File: config.mk
export PLATFORM = sky130hd
export DESIGN_NAME = ecp_unit
export DESIGN_NICKNAME = d
export VERILOG_FILES = /design/src/include/ecp_pkg.sv /design/src/logic/ecp_dead_band.sv /design/src/logic/ecp_edge_counter.sv /design/src/logic/ecp_unit.sv
export SDC_FILE = /design/constraint.sdc
export NUM_CORES = 1
export LEC_CHECK = 0
export BUFFER_PORTS_ARGS = -buffer_cell sky130_fd_sc_hd__buf_4
export CAP_MARGIN = 20
export CORE_MARGIN = 2
export CORE_UTILIZATION = 44
export CTS_CLUSTER_DIAMETER = 100
export DETAILED_ROUTE_END_ITERATION = 10
export GPL_TIMING_DRIVEN = 0
export SYNTH_ARGS = -nofsm -noshare
export SYNTH_HDL_FRONTEND = slang
export SYNTH_HIERARCHICAL = 1
export SYNTH_SLANG_ARGS = --single-unit
File: constraint.sdc
create_clock -name sys_clk -period 6.4 [get_ports sys_clk]
set_input_delay 0.32 -clock sys_clk [delete_from_list [all_inputs] [get_ports sys_clk]]
set_output_delay 0.32 -clock sys_clk [all_outputs]
set_load 0.03 [all_outputs]
File: src/include/ecp_pkg.sv
// Package for the enhanced capture/compare/PWM unit: register map, fields, resets, modes.
// Assumes a single 100 MHz clock domain and the plain strobe register port.
package ecp_pkg;
	localparam logic [3:0]  ADDR_MODE_CONTROL = 4'h0;
	localparam logic [3:0]  ADDR_PWM_CONFIG   = 4'h1;
	localparam logic [3:0]  ADDR_DUTY_HIGH    = 4'h2;
	localparam logic [3:0]  ADDR_PERIOD       = 4'h3;
	localparam logic [3:0]  ADDR_COMPARE_LO   = 4'h4;
	localparam logic [3:0]  ADDR_COMPARE_HI   = 4'h5;
	localparam logic [3:0]  ADDR_CAPTURE_LO   = 4'h6;
	localparam logic [3:0]  ADDR_CAPTURE_HI   = 4'h7;
	localparam logic [3:0]  ADDR_TIMER_CTRL   = 4'h8;
	localparam logic [3:0]  ADDR_STATUS       = 4'h9;
	localparam logic [3:0]  ADDR_TIMER_LO     = 4'hA;
	localparam logic [3:0]  ADDR_TIMER_HI     = 4'hB;
	localparam logic [7:0]  RESET_MODE_CONTROL = 8'h00;
	localparam logic [7:0]  RESET_PWM_CONFIG   = 8'h00;
	localparam logic [7:0]  RESET_PERIOD       = 8'hFF;
	localparam int          OUT_CFG_MSB    = 7;
	localparam int          OUT_CFG_LSB    = 6;
	localparam int          DUTY_LOW_MSB   = 5;
	localparam int          DUTY_LOW_LSB   = 4;
	localparam int          DEAD_BAND_MSB  = 6;
	localparam int          CLK_SEL_BIT    = 1;
	localparam int          TIMER_SEL_BIT  = 0;
	localparam int          ADC_EN_BIT     = 2;
	localparam logic [3:0]  MODE_OFF        = 4'h0;
	localparam logic [3:0]  MODE_CMP_TOGGLE = 4'h2;
	localparam logic [3:0]  MODE_CAP_FALL   = 4'h4;
	localparam logic [3:0]  MODE_CAP_RISE   = 4'h5;
	localparam logic [3:0]  MODE_CAP_RISE4  = 4'h6;
	localparam logic [3:0]  MODE_CAP_RISE16 = 4'h7;
	localparam logic [3:0]  MODE_CMP_SET    = 4'h8;
	localparam logic [3:0]  MODE_CMP_CLEAR  = 4'h9;
	localparam logic [3:0]  MODE_CMP_FLAG   = 4'hA;
	localparam logic [3:0]  MODE_CMP_EVENT  = 4'hB;
	localparam logic [1:0]  OUT_SINGLE      = 2'h0;
	localparam logic [1:0]  OUT_FULL_FWD    = 2'h1;
	localparam logic [1:0]  OUT_HALF        = 2'h2;
	localparam logic [1:0]  OUT_FULL_REV    = 2'h3;
	localparam int          CLK_PERIOD_NS   = 10;
	localparam int          INSTR_PERIOD_NS = 40;
	localparam int          INSTR_CYCLES    = (INSTR_PERIOD_NS + CLK_PERIOD_NS - 1) / CLK_PERIOD_NS;
	localparam logic [1:0]  INSTR_LAST      = 2'(INSTR_CYCLES - 1);
endpackage : ecp_pkg

File: src/logic/ecp_dead_band.sv
// Dead-band delay for one PWM output: delays only the inactive-to-active edge.
// Assumes raw_in comes from logic in the same clock domain.
`timescale 1ns/1ps
module ecp_dead_band
	import ecp_pkg::*;
#(
	parameter int WIDTH = 7
) (
	input  wire logic             clk,
	input  wire logic             rst_n,
	input  wire logic             enable,
	input  wire logic [WIDTH-1:0] delay,
	input  wire logic             raw_in,
	output logic                  delayed_out
);
	logic [WIDTH-1:0] count;
	logic [1:0]       quarter;
	logic             raw_prev;

	// Own quarter count from the request, so the delay is exact whatever the instruction phase
	always_ff @(posedge clk or negedge rst_n) begin
		if (!rst_n) begin
			count       <= '0;
			quarter     <= 2'h0;
			raw_prev    <= 1'b0;
			delayed_out <= 1'b0;
		end else begin
			raw_prev <= raw_in;
			if (!raw_in || !enable) begin
				count       <= '0;
				quarter     <= 2'h0;
				delayed_out <= raw_in;
			end else if (!raw_prev) begin
				count       <= delay;
				quarter     <= INSTR_LAST;
				delayed_out <= (delay == '0);
			end else if (count != '0) begin
				if (quarter == 2'h0) begin
					count   <= count - 1'b1;
					quarter <= INSTR_LAST;
					if (count == {{(WIDTH-1){1'b0}}, 1'b1}) delayed_out <= 1'b1;
				end else begin
					quarter <= quarter - 2'h1;
				end
			end else begin
				delayed_out <= 1'b1;
			end
		end
	end
endmodule : ecp_dead_band

File: src/logic/ecp_edge_counter.sv
// Counts qualifying input edges and pulses once every last+1 edges.
// Assumes the edge strobe is one cycle long.
`timescale 1ns/1ps
module ecp_edge_counter
	import ecp_pkg::*;
#(
	parameter int WIDTH = 4
) (
	input  wire logic             clk,
	input  wire logic             rst_n,
	input  wire logic             clear,
	input  wire logic             edge_seen,
	input  wire logic [WIDTH-1:0] last,
	output logic                  fire
);
	logic [WIDTH-1:0] count;

	always_ff @(posedge clk or negedge rst_n) begin
		if (!rst_n) begin
			count <= '0;
		end else if (clear) begin
			count <= '0;
		end else if (edge_seen) begin
			count <= (count >= last) ? '0 : count + 1'b1;
		end
	end

	always_comb begin
		fire = edge_seen && (count >= last);
	end
endmodule : ecp_edge_counter

File: src/logic/ecp_unit.sv
// Top of the enhanced capture/compare/PWM unit with its 16-bit timer and register port.
// Assumes capture_in and ext_clk_in synchronous to sys_clk; reads answer one cycle later.
`timescale 1ns/1ps
module ecp_unit
	import ecp_pkg::*;
#(
	parameter int TIMER_WIDTH = 16
) (
	input  wire logic       sys_clk,
	input  wire logic       rst_b,
	input  wire logic [3:0] reg_addr,
	input  wire logic [7:0] reg_wdata,
	input  wire logic       reg_wr,
	input  wire logic       reg_rd,
	output logic [7:0]      reg_rdata,
	input  wire logic       capture_in,
	input  wire logic       ext_clk_in,
	input  wire logic       adc_enabled,
	output logic            pwm_out_a,
	output logic            pwm_out_b,
	output logic            pwm_out_c,
	output logic            pwm_out_d,
	output logic            drive_a,
	output logic            drive_b,
	output logic            drive_c,
	output logic            drive_d,
	output logic            match_flag,
	output logic            timer_one_reset,
	output logic            timer_three_reset,
	output logic            adc_start
);
	logic                   rst_meta;
	logic                   rst_n;
	logic [7:0]             ccp_mode_control;
	logic [7:0]             pwm_config_reg;
	logic [7:0]             duty_high_byte;
	logic [7:0]             period_reg;
	logic [15:0]            compare_value;
	logic [15:0]            capture_value;
	logic [7:0]             timer_control;
	logic [TIMER_WIDTH-1:0] timer_one;
	logic [1:0]             instr_div;
	logic                   instr_tick;
	logic                   ext_prev;
	logic                   cap_prev;
	logic                   timer_tick;
	logic [3:0]             mode_select;
	logic [1:0]             output_config;
	logic [9:0]             duty_value;
	logic [9:0]             pwm_phase;
	logic                   pwm_raw;
	logic                   is_pwm;
	logic                   is_compare;
	logic                   cmp_match;
	logic                   cmp_out;
	logic                   special_event;
	logic                   cap_rise;
	logic                   cap_fall;
	logic                   cap_fire;
	logic                   div_fire;
	logic [3:0]             div_last;
	logic                   act_ac;
	logic                   act_bd;
	logic                   half_a;
	logic                   half_b;
	logic                   next_a;
	logic                   next_b;
	logic                   next_c;
	logic                   next_d;
	logic [3:0]             next_drive;

	always_ff @(posedge sys_clk or negedge rst_b) begin
		if (!rst_b) begin
			rst_meta <= 1'b0;
			rst_n    <= 1'b0;
		end else begin
			rst_meta <= 1'b1;
			rst_n    <= rst_meta;
		end
	end

	always_comb begin
		mode_select   = ccp_mode_control[3:0];
		output_config = ccp_mode_control[OUT_CFG_MSB:OUT_CFG_LSB];
		is_pwm        = (mode_select[3:2] == 2'b11);
		is_compare    = (mode_select[3:2] == 2'b10) || (mode_select == MODE_CMP_TOGGLE);
		duty_value    = {duty_high_byte, ccp_mode_control[DUTY_LOW_MSB:DUTY_LOW_LSB]};
		instr_tick    = (instr_div == INSTR_LAST);
		timer_tick    = timer_control[CLK_SEL_BIT] ? (ext_clk_in && !ext_prev) : instr_tick;
		cmp_match     = is_compare && timer_tick && (timer_one == compare_value);
		special_event = cmp_match && (mode_select == MODE_CMP_EVENT);
		cap_rise      = capture_in && !cap_prev;
		cap_fall      = !capture_in && cap_prev;
		div_last      = (mode_select == MODE_CAP_RISE16) ? 4'hF : 4'h3;
		pwm_raw       = (pwm_phase < duty_value);
		act_ac        = !mode_select[1];
		act_bd        = !mode_select[0];
	end

	always_ff @(posedge sys_clk or negedge rst_n) begin
		if (!rst_n) begin
			instr_div <= '0;
			ext_prev  <= 1'b0;
			cap_prev  <= 1'b0;
		end else begin
			instr_div <= instr_tick ? 2'h0 : instr_div + 2'h1;
			ext_prev  <= ext_clk_in;
			cap_prev  <= capture_in;
		end
	end

	// Register writes
	always_ff @(posedge sys_clk or negedge rst_n) begin
		if (!rst_n) begin
			ccp_mode_control <= RESET_MODE_CONTROL;
			pwm_config_reg   <= RESET_PWM_CONFIG;
			duty_high_byte   <= 8'h00;
			period_reg       <= RESET_PERIOD;
			compare_value    <= 16'h0000;
			timer_control    <= 8'h00;
		end else if (reg_wr) begin
			case (reg_addr)
				ADDR_MODE_CONTROL: ccp_mode_control <= reg_wdata;
				ADDR_PWM_CONFIG:   pwm_config_reg   <= reg_wdata;
				ADDR_DUTY_HIGH:    duty_high_byte   <= reg_wdata;
				ADDR_PERIOD:       period_reg       <= reg_wdata;
				ADDR_COMPARE_LO:   compare_value[7:0]  <= reg_wdata;
				ADDR_COMPARE_HI:   compare_value[15:8] <= reg_wdata;
				ADDR_TIMER_CTRL:   timer_control    <= reg_wdata;
				default:           ;
			endcase
		end
	end

	// Timer with internal reset from the special event
	always_ff @(posedge sys_clk or negedge rst_n) begin
		if (!rst_n) begin
			timer_one <= '0;
		end else if (special_event && !timer_control[TIMER_SEL_BIT]) begin
			timer_one <= '0;
		end else if (reg_wr && reg_addr == ADDR_TIMER_LO) begin
			timer_one[7:0] <= reg_wdata;
		end else if (reg_wr && reg_addr == ADDR_TIMER_HI) begin
			timer_one[15:8] <= reg_wdata;
		end else if (timer_tick) begin
			timer_one <= timer_one + 1'b1;
		end
	end

	// PWM phase counter over the ten-bit period
	always_ff @(posedge sys_clk or negedge rst_n) begin
		if (!rst_n) begin
			pwm_phase <= '0;
		end else if (!is_pwm) begin
			pwm_phase <= '0;
		end else if (pwm_phase >= {period_reg, 2'b11}) begin
			pwm_phase <= '0;
		end else begin
			pwm_phase <= pwm_phase + 10'h001;
		end
	end

	ecp_edge_counter #(
		.WIDTH (4)
	) u_prescale (
		.clk       (sys_clk),
		.rst_n     (rst_n),
		.clear     (mode_select[3:1] != 3'b011),
		.edge_seen (cap_rise),
		.last      (div_last),
		.fire      (div_fire)
	);

	always_comb begin
		case (mode_select)
			MODE_CAP_FALL:                   cap_fire = cap_fall;
			MODE_CAP_RISE:                   cap_fire = cap_rise;
			MODE_CAP_RISE4, MODE_CAP_RISE16: cap_fire = div_fire;
			default:                         cap_fire = 1'b0;
		endcase
	end

	// Capture latch, match flag and compare output
	always_ff @(posedge sys_clk or negedge rst_n) begin
		if (!rst_n) begin
			capture_value <= 16'h0000;
			match_flag    <= 1'b0;
			cmp_out       <= 1'b0;
		end else if (mode_select == MODE_OFF) begin
			match_flag <= 1'b0;
			cmp_out    <= 1'b0;
		end else begin
			if (cap_fire) capture_value <= timer_one;
			if (cmp_match || cap_fire) begin
				match_flag <= 1'b1;
			end else if (reg_wr && reg_addr == ADDR_STATUS && reg_wdata[0] == 1'b0) begin
				match_flag <= 1'b0;
			end
			if (cmp_match) begin
				case (mode_select)
					MODE_CMP_TOGGLE: cmp_out <= !cmp_out;
					MODE_CMP_SET:    cmp_out <= 1'b1;
					MODE_CMP_CLEAR:  cmp_out <= 1'b0;
					default:         cmp_out <= cmp_out;
				endcase
			end
		end
	end

	ecp_dead_band #(.WIDTH(7)) u_band_a (
		.clk         (sys_clk),
		.rst_n       (rst_n),
		.enable      (is_pwm && output_config == OUT_HALF),
		.delay       (pwm_config_reg[DEAD_BAND_MSB:0]),
		.raw_in      (pwm_raw),
		.delayed_out (half_a)
	);

	ecp_dead_band #(.WIDTH(7)) u_band_b (
		.clk         (sys_clk),
		.rst_n       (rst_n),
		.enable      (is_pwm && output_config == OUT_HALF),
		.delay       (pwm_config_reg[DEAD_BAND_MSB:0]),
		.raw_in      (is_pwm && !pwm_raw),
		.delayed_out (half_b)
	);

	// Output steering; levels already include the polarity from mode_select[1:0]
	always_comb begin
		next_a     = 1'b0;
		next_b     = 1'b0;
		next_c     = 1'b0;
		next_d     = 1'b0;
		next_drive = 4'h0;
		if (!is_pwm) begin
			next_a = cmp_out;
			next_drive = (is_compare && mode_select != MODE_CMP_FLAG) ? 4'h1 : 4'h0;
		end else begin
			case (output_config)
				OUT_SINGLE: begin
					next_a     = pwm_raw ~^ act_ac;
					next_drive = 4'h1;
				end
				OUT_FULL_FWD: begin
					next_a     = act_ac;
					next_b     = !act_bd;
					next_c     = !act_ac;
					next_d     = pwm_raw ~^ act_bd;
					next_drive = 4'hF;
				end
				OUT_HALF: begin
					next_a     = half_a ~^ act_ac;
					next_b     = half_b ~^ act_bd;
					next_drive = 4'h3;
				end
				default: begin
					next_a     = !act_ac;
					next_b     = pwm_raw ~^ act_bd;
					next_c     = act_ac;
					next_d     = !act_bd;
					next_drive = 4'hF;
				end
			endcase
		end
	end

	always_ff @(posedge sys_clk or negedge rst_n) begin
		if (!rst_n) begin
			pwm_out_a <= 1'b0;
			pwm_out_b <= 1'b0;
			pwm_out_c <= 1'b0;
			pwm_out_d <= 1'b0;
			drive_a   <= 1'b0;
			drive_b   <= 1'b0;
			drive_c   <= 1'b0;
			drive_d   <= 1'b0;
		end else begin
			pwm_out_a <= next_a;
			pwm_out_b <= next_b;
			pwm_out_c <= next_c;
			pwm_out_d <= next_d;
			{drive_d, drive_c, drive_b, drive_a} <= next_drive;
		end
	end

	always_ff @(posedge sys_clk or negedge rst_n) begin
		if (!rst_n) begin
			timer_one_reset   <= 1'b0;
			timer_three_reset <= 1'b0;
			adc_start         <= 1'b0;
		end else begin
			timer_one_reset   <= special_event && !timer_control[TIMER_SEL_BIT];
			timer_three_reset <= special_event && timer_control[TIMER_SEL_BIT];
			adc_start         <= special_event && adc_enabled && timer_control[ADC_EN_BIT];
		end
	end

	// Register reads, data one cycle after the strobe
	always_ff @(posedge sys_clk or negedge rst_n) begin
		if (!rst_n) begin
			reg_rdata <= 8'h00;
		end else if (reg_rd) begin
			case (reg_addr)
				ADDR_MODE_CONTROL: reg_rdata <= {ccp_mode_control[7:6], 1'b0, ccp_mode_control[4:0]};
				ADDR_PWM_CONFIG:   reg_rdata <= pwm_config_reg;
				ADDR_DUTY_HIGH:    reg_rdata <= duty_high_byte;
				ADDR_PERIOD:       reg_rdata <= period_reg;
				ADDR_COMPARE_LO:   reg_rdata <= compare_value[7:0];
				ADDR_COMPARE_HI:   reg_rdata <= compare_value[15:8];
				ADDR_CAPTURE_LO:   reg_rdata <= capture_value[7:0];
				ADDR_CAPTURE_HI:   reg_rdata <= capture_value[15:8];
				ADDR_TIMER_CTRL:   reg_rdata <= timer_control;
				ADDR_STATUS:       reg_rdata <= {7'h00, match_flag};
				ADDR_TIMER_LO:     reg_rdata <= timer_one[7:0];
				ADDR_TIMER_HI:     reg_rdata <= timer_one[15:8];
				default:           reg_rdata <= 8'h00;
			endcase
		end else begin
			reg_rdata <= 8'h00;
		end
	end

	AST_TIMER_CLEAR: assert property (@(posedge sys_clk) disable iff (!rst_n)
		special_event && !timer_control[TIMER_SEL_BIT] |=> timer_one == '0)
		else $error("timer not cleared by special event");
	AST_FLAG_ON_MATCH: assert property (@(posedge sys_clk) disable iff (!rst_n)
		cmp_match |=> match_flag)
		else $error("match flag missing after match");
	AST_OFF_CLEARS: assert property (@(posedge sys_clk) disable iff (!rst_n)
		mode_select == MODE_OFF ##1 mode_select == MODE_OFF |-> !match_flag && !cmp_out)
		else $error("off mode left state behind");
	AST_PORTS_RELEASED: assert property (@(posedge sys_clk) disable iff (!rst_n)
		!is_pwm |=> !drive_b && !drive_c && !drive_d)
		else $error("B C D driven outside PWM");
	AST_SET_ON_MATCH: assert property (@(posedge sys_clk) disable iff (!rst_n)
		cmp_match && mode_select == MODE_CMP_SET ##1 mode_select == MODE_CMP_SET |=> pwm_out_a)
		else $error("output not set on match");
	AST_HALF_NO_OVERLAP: assert property (@(posedge sys_clk) disable iff (!rst_n)
		is_pwm && output_config == OUT_HALF |-> !(half_a && half_b))
		else $error("both half-bridge switches active");
	AST_SPECIAL_PULSE: assert property (@(posedge sys_clk) disable iff (!rst_n)
		special_event && timer_control[TIMER_SEL_BIT] |=> timer_three_reset ##1 !timer_three_reset)
		else $error("timer three reset not a pulse");
	AST_CAPTURE_LATCH: assert property (@(posedge sys_clk) disable iff (!rst_n)
		cap_fire && mode_select != MODE_OFF |=> capture_value == $past(timer_one))
		else $error("capture value wrong");
	AST_FWD_LEVELS: assert property (@(posedge sys_clk) disable iff (!rst_n)
		is_pwm && output_config == OUT_FULL_FWD |=> pwm_out_a == $past(act_ac) && drive_d)
		else $error("forward bridge levels wrong");
	COV_CAPTURE: cover property (@(posedge sys_clk) disable iff (!rst_n) cap_fire);
	COV_EVENT: cover property (@(posedge sys_clk) disable iff (!rst_n) special_event);
	COV_HALF: cover property (@(posedge sys_clk) disable iff (!rst_n) is_pwm && output_config == OUT_HALF && half_b);
endmodule : ecp_unit
==> impl_summary.log, run 1 <==
INFO  metric unrepaired_setup_endpoints_after_global_routing = false
INFO  metric peak_supply_drop = between 0.15 and 0.2 mV
INFO  metric criticalPathCategory = reg -> reg
INFO  metric floorplan.rows = 51
INFO  metric holdCritPathClass = in -> reg
INFO  metric synth-edff-count = 0
INFO  metric gp_congestion = 0.999
INFO  metric max_freq = roughly 290 MHz
INFO  metric grt_remaining_overflow = 0
INFO  metric ys.flop_type = sky130_fd_sc_hd__dfrtp_1
INFO  metric grt_util_met3 = around 4.7%
INFO  metric syn2layout_area_growth = 14.3%
INFO  metric detailedRoute.firstIterationViolations = ~650
INFO  metric chipHeight = between 100 and 150 µm
INFO  metric dieArea = between 0.02 and 0.025 mm²
INFO  metric post_synth_inst_count = approximately 860
INFO  metric report.final.slew_viol_count = 0
INFO  metric minimum_period_implied_by_the_final_worst_setup_slack = roughly 3.4 ns
INFO  metric power_density = ~320 mW/mm²
INFO  metric hpwl = between 15,000 and 20,000 µm
INFO  metric finalCritPeriodShare = approximately 53%
INFO  metric clkSinkCount = 150
INFO  metric die_width = about 140 µm
INFO  metric cts.reportedPaths.clkPinSlew = 0.06 ns
INFO  metric crit_chain = clkbuf_2 > clkbuf_1 > and3_1 > inv_1 > ha_1 > o21a_1 > nor2_1 > nor3b_1 > nand2b_1 > o211ai_2 > buf_2 > mux2_2
INFO  metric fin_total_pwr = 3160 µW
INFO  metric via_count_of_the_first_global_routing_pass = between 6,000 and 7,000
INFO  metric design.final.nets = a little under 1,000
INFO  metric report.final.setup_viol = 0
INFO  metric path_buf_inv = 4
INFO  metric ys_async_sr_fraction = between 90% and 100%
INFO  metric route.detailed.vias_per_inst = roughly 5.7
INFO  metric worst_ep_arrival_time = about 3.7 ns
INFO  metric timing.hold.ws = around 0.029 ns
INFO  metric yosysTopAreaCell = sky130_fd_sc_hd__dfrtp_1
INFO  metric synth.area.top_cells = sky130_fd_sc_hd__dfrtp_1 (41%), sky130_fd_sc_hd__mux2_2 (9.2%), sky130_fd_sc_hd__ha_1 (4.8%), sky130_fd_sc_hd__a21oi_1 (2.9%), sky130_fd_sc_hd__nor2_1 (2.9%)
INFO  metric synth.cell_area = approximately 0.0087 mm²
INFO  metric detail_route.wl_per_cell = ~20 µm
INFO  metric detail_route.drc_violations = 0
INFO  metric status = complete, no violations
INFO  metric global_route.usage.met2 = a little over a third
INFO  metric mean_syn_cell_area = 10.1 µm²
INFO  metric route.vias.total = 6,747
INFO  metric design.core.area = approximately 0.019 mm²
INFO  metric post-route-cell-area = 0.00991 mm²
INFO  metric detail-route-antenna-nets = 0
INFO  metric cts_tree = built
INFO  metric start_util = between 40 and 50%
INFO  metric portBuffers = 27
INFO  metric maxSlewHeadroom = around 37%
INFO  metric setup_clock_skew_after_layout = 0.00929 ns
INFO  metric post_synth_num_cell_types = just over 80
INFO  metric yosys_warnings = 6
INFO  metric root_buffer = sky130_fd_sc_hd__clkbuf_16
INFO  metric worst-path-max-fanout = 10
INFO  metric placement.cell_area = around 0.009 mm²
INFO  metric cpPeakStageDelay = around 0.4 ns
INFO  metric numCtsBuffers = 17
INFO  metric clkLatencyLatePin = approximately 0.43 ns
INFO  metric largest_registers = capture_value (16), compare_value (16), timer_one (16)
INFO  metric floorplan.io_pins = 39
INFO  metric ant_diodes = 0
INFO  metric synth_top_cells_by_count = sky130_fd_sc_hd__dfrtp_1 (142), sky130_fd_sc_hd__mux2_2 (71), sky130_fd_sc_hd__nor2_1 (66), sky130_fd_sc_hd__nand2_1 (61), sky130_fd_sc_hd__a21oi_1 (50)
INFO  metric cap_violations = 0
INFO  metric ys_seq_area_share = a little over two fifths
INFO  metric layout.filler_cells = 1,843
INFO  metric drt_pre_antenna_iters = 5
INFO  metric postCtsSetupRepairBufs = 0
INFO  metric final_hold_violating_endpoints = 0
INFO  metric grt_pass1_wl = roughly 37,000 µm
INFO  metric setup_total_negative_slack = 0 ns
INFO  metric grt_use_met1 = about a third
INFO  metric grt_antenna_before_repair = 0
INFO  metric synth_most_common_cell = sky130_fd_sc_hd__dfrtp_1
INFO  metric cts-root-to-sink-buffers = 2
INFO  metric routed_wl = 24,000 µm
INFO  metric timing.critical_path.required = approximately 6.7 ns
INFO  metric grt_max_degree = slightly below 70
INFO  metric share_of_post_route_cells_with_drive_strength_above_1 = between 20% and 30%
INFO  metric cp-end-kind = flip-flop
INFO  metric timing.critical_path.slowest_stage_cell = sky130_fd_sc_hd__clkbuf_1
INFO  metric p_leak = around 0.0044 µW
INFO  metric grt.busiest_layer = met1
INFO  metric critical_path_s_top_delay_family = buffers and inverters
INFO  metric worst_slew_pin_slew = a little over 0.9 ns
INFO  metric start_kind = flip-flop
INFO  metric cts-htree-levels = 4
INFO  metric gr-usage-all-layers = between 20% and 30%
INFO  metric synthDominantCellAreaShare = about two fifths
INFO  metric synth_seq_cells = 150
## report_power, final
group | internal (µW) | switching (µW) | leakage, µW
registers | 1140 | 188 | 0.00191
clock network | 672 | 394 | 0.000301
logic | 343 | 429 | 0.00215
total | 2150 | 1010 | 0.00436
## routing by layer
layer | wire [µm] | part of all wire, %
met5 | 0 | 0
met4 | 458 | 1.9
met3 | 1630 | 6.8
met2 | 10600 | 44
met1 | 11300 | 47
## final cells by class
class                           instances  area (µm²)  area share, %
Tap cell                              265         332           3.35
Inverter                               43         161           1.63
Timing Repair Buffer                   31         278           2.80
Buffer                                 50         262           2.64
Sequential cell                       150        3770           38.0
Clock inverter                          9         151           1.53
Clock buffer                           23         468           4.72
Multi-Input combinational cell        618        4490           45.3
## cells by family after synthesis
family	Yosys count	synth area share, %
buffers and inverters	93	4.88
XOR/XNOR	43	4.43
other	1	0.0432
AO/OA/AOI/OAI	187	14.7
multiplexers	89	11.5
adder cells (fa/ha/maj)	33	4.76
flip-flops	150	43.4
AND/OR/NAND/NOR	263	16.3
## metrics by stage
step / utilization (%) / setup WS (ns) / cells
after global routing: 51.1 / 2.73 / 1189
final: 51.1 / 2.98 / 1189
after CTS: 51.1 / 2.99 / 1189
after floorplan: - / 1.93 / 861
after global placement: 47.5 / 0.0679 / 1153
after detailed placement: 47.8 / 3.00 / 1155
## worst register-to-register path, cell delays in order (launching register included)
cell                       delay, ns
sky130_fd_sc_hd__dfrtp_1        0.32
sky130_fd_sc_hd__clkbuf_2       0.22
sky130_fd_sc_hd__clkbuf_1       0.41
sky130_fd_sc_hd__and3_1         0.27
sky130_fd_sc_hd__inv_1          0.05
sky130_fd_sc_hd__ha_1           0.28
sky130_fd_sc_hd__o21a_1         0.16
sky130_fd_sc_hd__nor2_1         0.26
sky130_fd_sc_hd__nor3b_1        0.09
sky130_fd_sc_hd__nand2b_1       0.17
sky130_fd_sc_hd__o211ai_2       0.29
sky130_fd_sc_hd__buf_2          0.41
sky130_fd_sc_hd__mux2_2         0.37
## cell usage in the layout (no fill, tap or decap), types with 17 or more instances in the layout
| cell | instances |
|---|---|
| sky130_fd_sc_hd__inv_1 | 43 |
| sky130_fd_sc_hd__buf_4 | 31 |
| sky130_fd_sc_hd__dfrtp_1 | 141 |
| sky130_fd_sc_hd__clkbuf_1 | 19 |
| sky130_fd_sc_hd__ha_1 | 33 |
| sky130_fd_sc_hd__xnor2_1 | 25 |
| sky130_fd_sc_hd__buf_2 | 21 |
| sky130_fd_sc_hd__nor3_1 | 17 |
| sky130_fd_sc_hd__xor2_1 | 17 |
| sky130_fd_sc_hd__nand2_1 | 61 |
| sky130_fd_sc_hd__clkbuf_16 | 17 |
| sky130_fd_sc_hd__mux2i_1 | 17 |
| sky130_fd_sc_hd__a21oi_1 | 50 |
| sky130_fd_sc_hd__mux2_2 | 71 |
| sky130_fd_sc_hd__nor2_1 | 66 |
| sky130_fd_sc_hd__nand3_1 | 31 |
| sky130_fd_sc_hd__o21ai_0 | 39 |
## worst paths after layout
kind | from | endpoint | slack, ns | cells past startpoint
worst max-delay path | ccp_mode_control[0]$_DFFE_PN0P_ | capture_value[14]$_DFFE_PN0P_ | 2.98 | 12
worst min-delay path | capture_in | cap_prev$_DFF_PN0_ | 0.03 | 1
worst max register to register | ccp_mode_control[0]$_DFFE_PN0P_ | capture_value[14]$_DFFE_PN0P_ | 2.98 | 12
worst min register to register | rst_n$_DFF_PN0_ | pwm_phase[2]$_DFF_PN0_ | 0.29 | 0
max in group asynchronous | rst_n$_DFF_PN0_ | timer_one[4]$_DFFE_PN0P_ | 5.40 | 1
min in group asynchronous | rst_b | rst_n$_DFF_PN0_ | 0.22 | 2
## timing repair
item | CTS | global route
gates resized for setup | 0 | 0
hold buffers | 2 | 0
endpoints found under the hold margin | 3 | 0
No activity file was read; power rests on OpenSTA's default activity.
==> run 2: changes to the inputs <==
- clock period: 6.4 -> 3.4 ns (I/O delays scaled with it)
==> impl_summary.log, run 2 (synthesis results as in run 1) <==
INFO  metric peak_supply_drop = 0.355 mV
INFO  metric status = complete, no violations
INFO  metric worst_slew_pin_slew = 0.884 ns
INFO  metric grt_pass1_wl = roughly 38,000 µm
INFO  metric global_route.usage.met2 = ~36%
INFO  metric postCtsSetupRepairBufs = 0
INFO  metric grt_use_met1 = between 30% and 40%
INFO  metric hpwl = 17,100 µm
INFO  metric start_kind = flip-flop
INFO  metric report.final.slew_viol_count = 0
INFO  metric setup_total_negative_slack = 0 ns
INFO  metric setup_slack_after_layout = between 0.15 and 0.2 ns
INFO  metric max_freq = around 310 MHz
INFO  metric report.final.setup_viol = 0
INFO  metric timing.critical_path.required = around 3.7 ns
INFO  metric chipHeight = 144 µm
INFO  metric ant_diodes = 0
INFO  metric root_buffer = sky130_fd_sc_hd__clkbuf_16
INFO  metric cts_tree = built
INFO  metric detail_route.wl_per_cell = between 20 and 25 µm
INFO  metric grt_antenna_before_repair = 0
INFO  metric power_density = between 600 and 700 mW/mm²
INFO  metric p_leak = approximately 0.0044 µW
INFO  metric floorplan.rows = between 50 and 60
INFO  metric cts-root-to-sink-buffers = 2
INFO  metric route.vias.total = roughly 6,800
INFO  metric grt_util_met3 = ~5.5%
INFO  metric unrepaired_setup_endpoints_after_global_routing = false
INFO  metric portBuffers = 27
INFO  metric clkSinkCount = 150
INFO  metric design.core.area = roughly 0.019 mm²
INFO  metric drt_pre_antenna_iters = 7
INFO  metric finalCritPeriodShare = 95.1%
INFO  metric detailedRoute.firstIterationViolations = between 500 and 600
INFO  metric mostFrequentLayoutCell = sky130_fd_sc_hd__dfrtp_1
INFO  metric criticalPathCategory = reg -> reg
INFO  metric preCtsSetupSlack = -0.0420 ns
INFO  metric numCtsBuffers = 17
INFO  metric final_hold_violating_endpoints = 0
INFO  metric cap_violations = 0
INFO  metric post-route-cell-area = between 0.009 and 0.01 mm²
INFO  metric minimum_period_implied_by_the_final_worst_setup_slack = 3.23 ns
INFO  metric layout.core_utilization = 51.3%
INFO  metric setup_clock_skew_after_layout = 0.00784 ns
INFO  metric cp-end-kind = flip-flop
INFO  metric routed_wl = around 24,000 µm
INFO  metric grt_remaining_overflow = 0
INFO  metric gp_congestion = between 0.9 and 1
INFO  metric via_count_of_the_first_global_routing_pass = roughly 6,400
INFO  metric clkLatencyLatePin = 0.44 ns
INFO  metric largest_registers = capture_value (16), compare_value (16), timer_one (16)
INFO  metric worst_ep_arrival_time = 3.55 ns
INFO  metric layout.filler_cells = ~1,800
INFO  metric holdCritPathClass = in -> async
INFO  metric share_of_post_route_cells_with_drive_strength_above_1 = 23.9%
INFO  metric floorplan.io_pins = 39
INFO  metric leading_cell_types_in_the_layout_fill_and_taps_excluded = sky130_fd_sc_hd__dfrtp_1 (141), sky130_fd_sc_hd__mux2_2 (71), sky130_fd_sc_hd__nor2_1 (65), sky130_fd_sc_hd__nand2_1 (61), sky130_fd_sc_hd__a21oi_1 (50)
INFO  metric placement.cell_area = 0.00927 mm²
INFO  metric cts.reportedPaths.clkPinSlew = around 0.060 ns
INFO  metric grt.busiest_layer = met2
INFO  metric dieArea = 0.0208 mm²
INFO  metric die_width = 144 µm
INFO  metric gr-usage-all-layers = between 20% and 30%
INFO  metric design.final.nets = just under 1,000
INFO  metric fin_total_pwr = 5990 µW
INFO  metric detail_route.drc_violations = 0
INFO  metric cts-htree-levels = 4
INFO  metric syn2layout_area_growth = 14.8%
INFO  metric maxSlewHeadroom = approximately two fifths
INFO  metric detail-route-antenna-nets = 0
INFO  metric route.detailed.vias_per_inst = between 5 and 6
INFO  metric grt_max_degree = between 50 and 60
INFO  metric worst-path-max-fanout = 10
INFO  metric start_util = between 40% and 50%
## run 2: path summary, 6_finish.rpt
kind,slack [ns],endpoint,depth (start not counted),start
worst max register to register,0.17,capture_value[12]$_DFFE_PN0P_,11,ccp_mode_control[3]$_DFFE_PN0P_
worst min-delay path,0.05,rst_n$_DFF_PN0_,2,rst_b
max in group asynchronous,2.06,timer_control[2]$_DFFE_PN0P_,2,rst_n$_DFF_PN0_
worst max-delay path,0.17,capture_value[12]$_DFFE_PN0P_,11,ccp_mode_control[3]$_DFFE_PN0P_
min in group sys_clk,0.24,duty_high_byte[5]$_DFFE_PN0P_,3,reg_wdata[5]
worst min register to register,0.35,rst_n$_DFF_PN0_,0,rst_meta$_DFF_PN0_
## run 2: critical path: stages (launching register included)
cell and delay [ns]:
sky130_fd_sc_hd__dfrtp_1 0.38, sky130_fd_sc_hd__clkbuf_1 0.29, sky130_fd_sc_hd__nor2b_2 0.28, sky130_fd_sc_hd__and3_1 0.22, sky130_fd_sc_hd__inv_1 0.05, sky130_fd_sc_hd__ha_1 0.23, sky130_fd_sc_hd__a2111oi_4 0.46, sky130_fd_sc_hd__nor3b_1 0.11
sky130_fd_sc_hd__nand2b_1 0.20, sky130_fd_sc_hd__o211ai_4 0.25, sky130_fd_sc_hd__buf_4 0.30, sky130_fd_sc_hd__mux2_2 0.35
## run 2: per-stage QoR
step                      instances  hold slack [ns]
final                          1190           0.0498
after global routing           1190           0.0568
after CTS                      1190           0.0465
after detailed placement       1155          -0.0461
after global placement         1153          -0.0472
after floorplan                 861           -0.126
## run 2: power by group
part	switching [µW]	internal [µW]
registers	362	2140
clock network	759	1270
logic	813	650
## run 2: area by class of cell
type,count,area [µm²],share of cell area (%)
clock inverter,9,151,1.52
inverter,43,161,1.62
sequential,150,3770,37.8
clock buffer,23,468,4.70
buffer,49,260,2.61
multi-input combinational,618,4520,45.4
tap,265,332,3.33
timing repair buffer,33,298,2.99
## run 2: routing by layer
metal	share of wire [%]	up-vias	wire (µm)
li1	-	3183	-
met4	2.1	0	499
met2	44	253	10600
met3	7.8	38	1880
met5	0	-	0
met1	46	3338	11200
## run 2: what timing repair did
action / 4_1_cts / 5_1_grt
setup endpoints to repair: 5 / 17
hold endpoints to repair: 5 / 0
gates resized for setup: 1 / 5
hold buffers: 4 / 0
gates cloned: 0 / 0
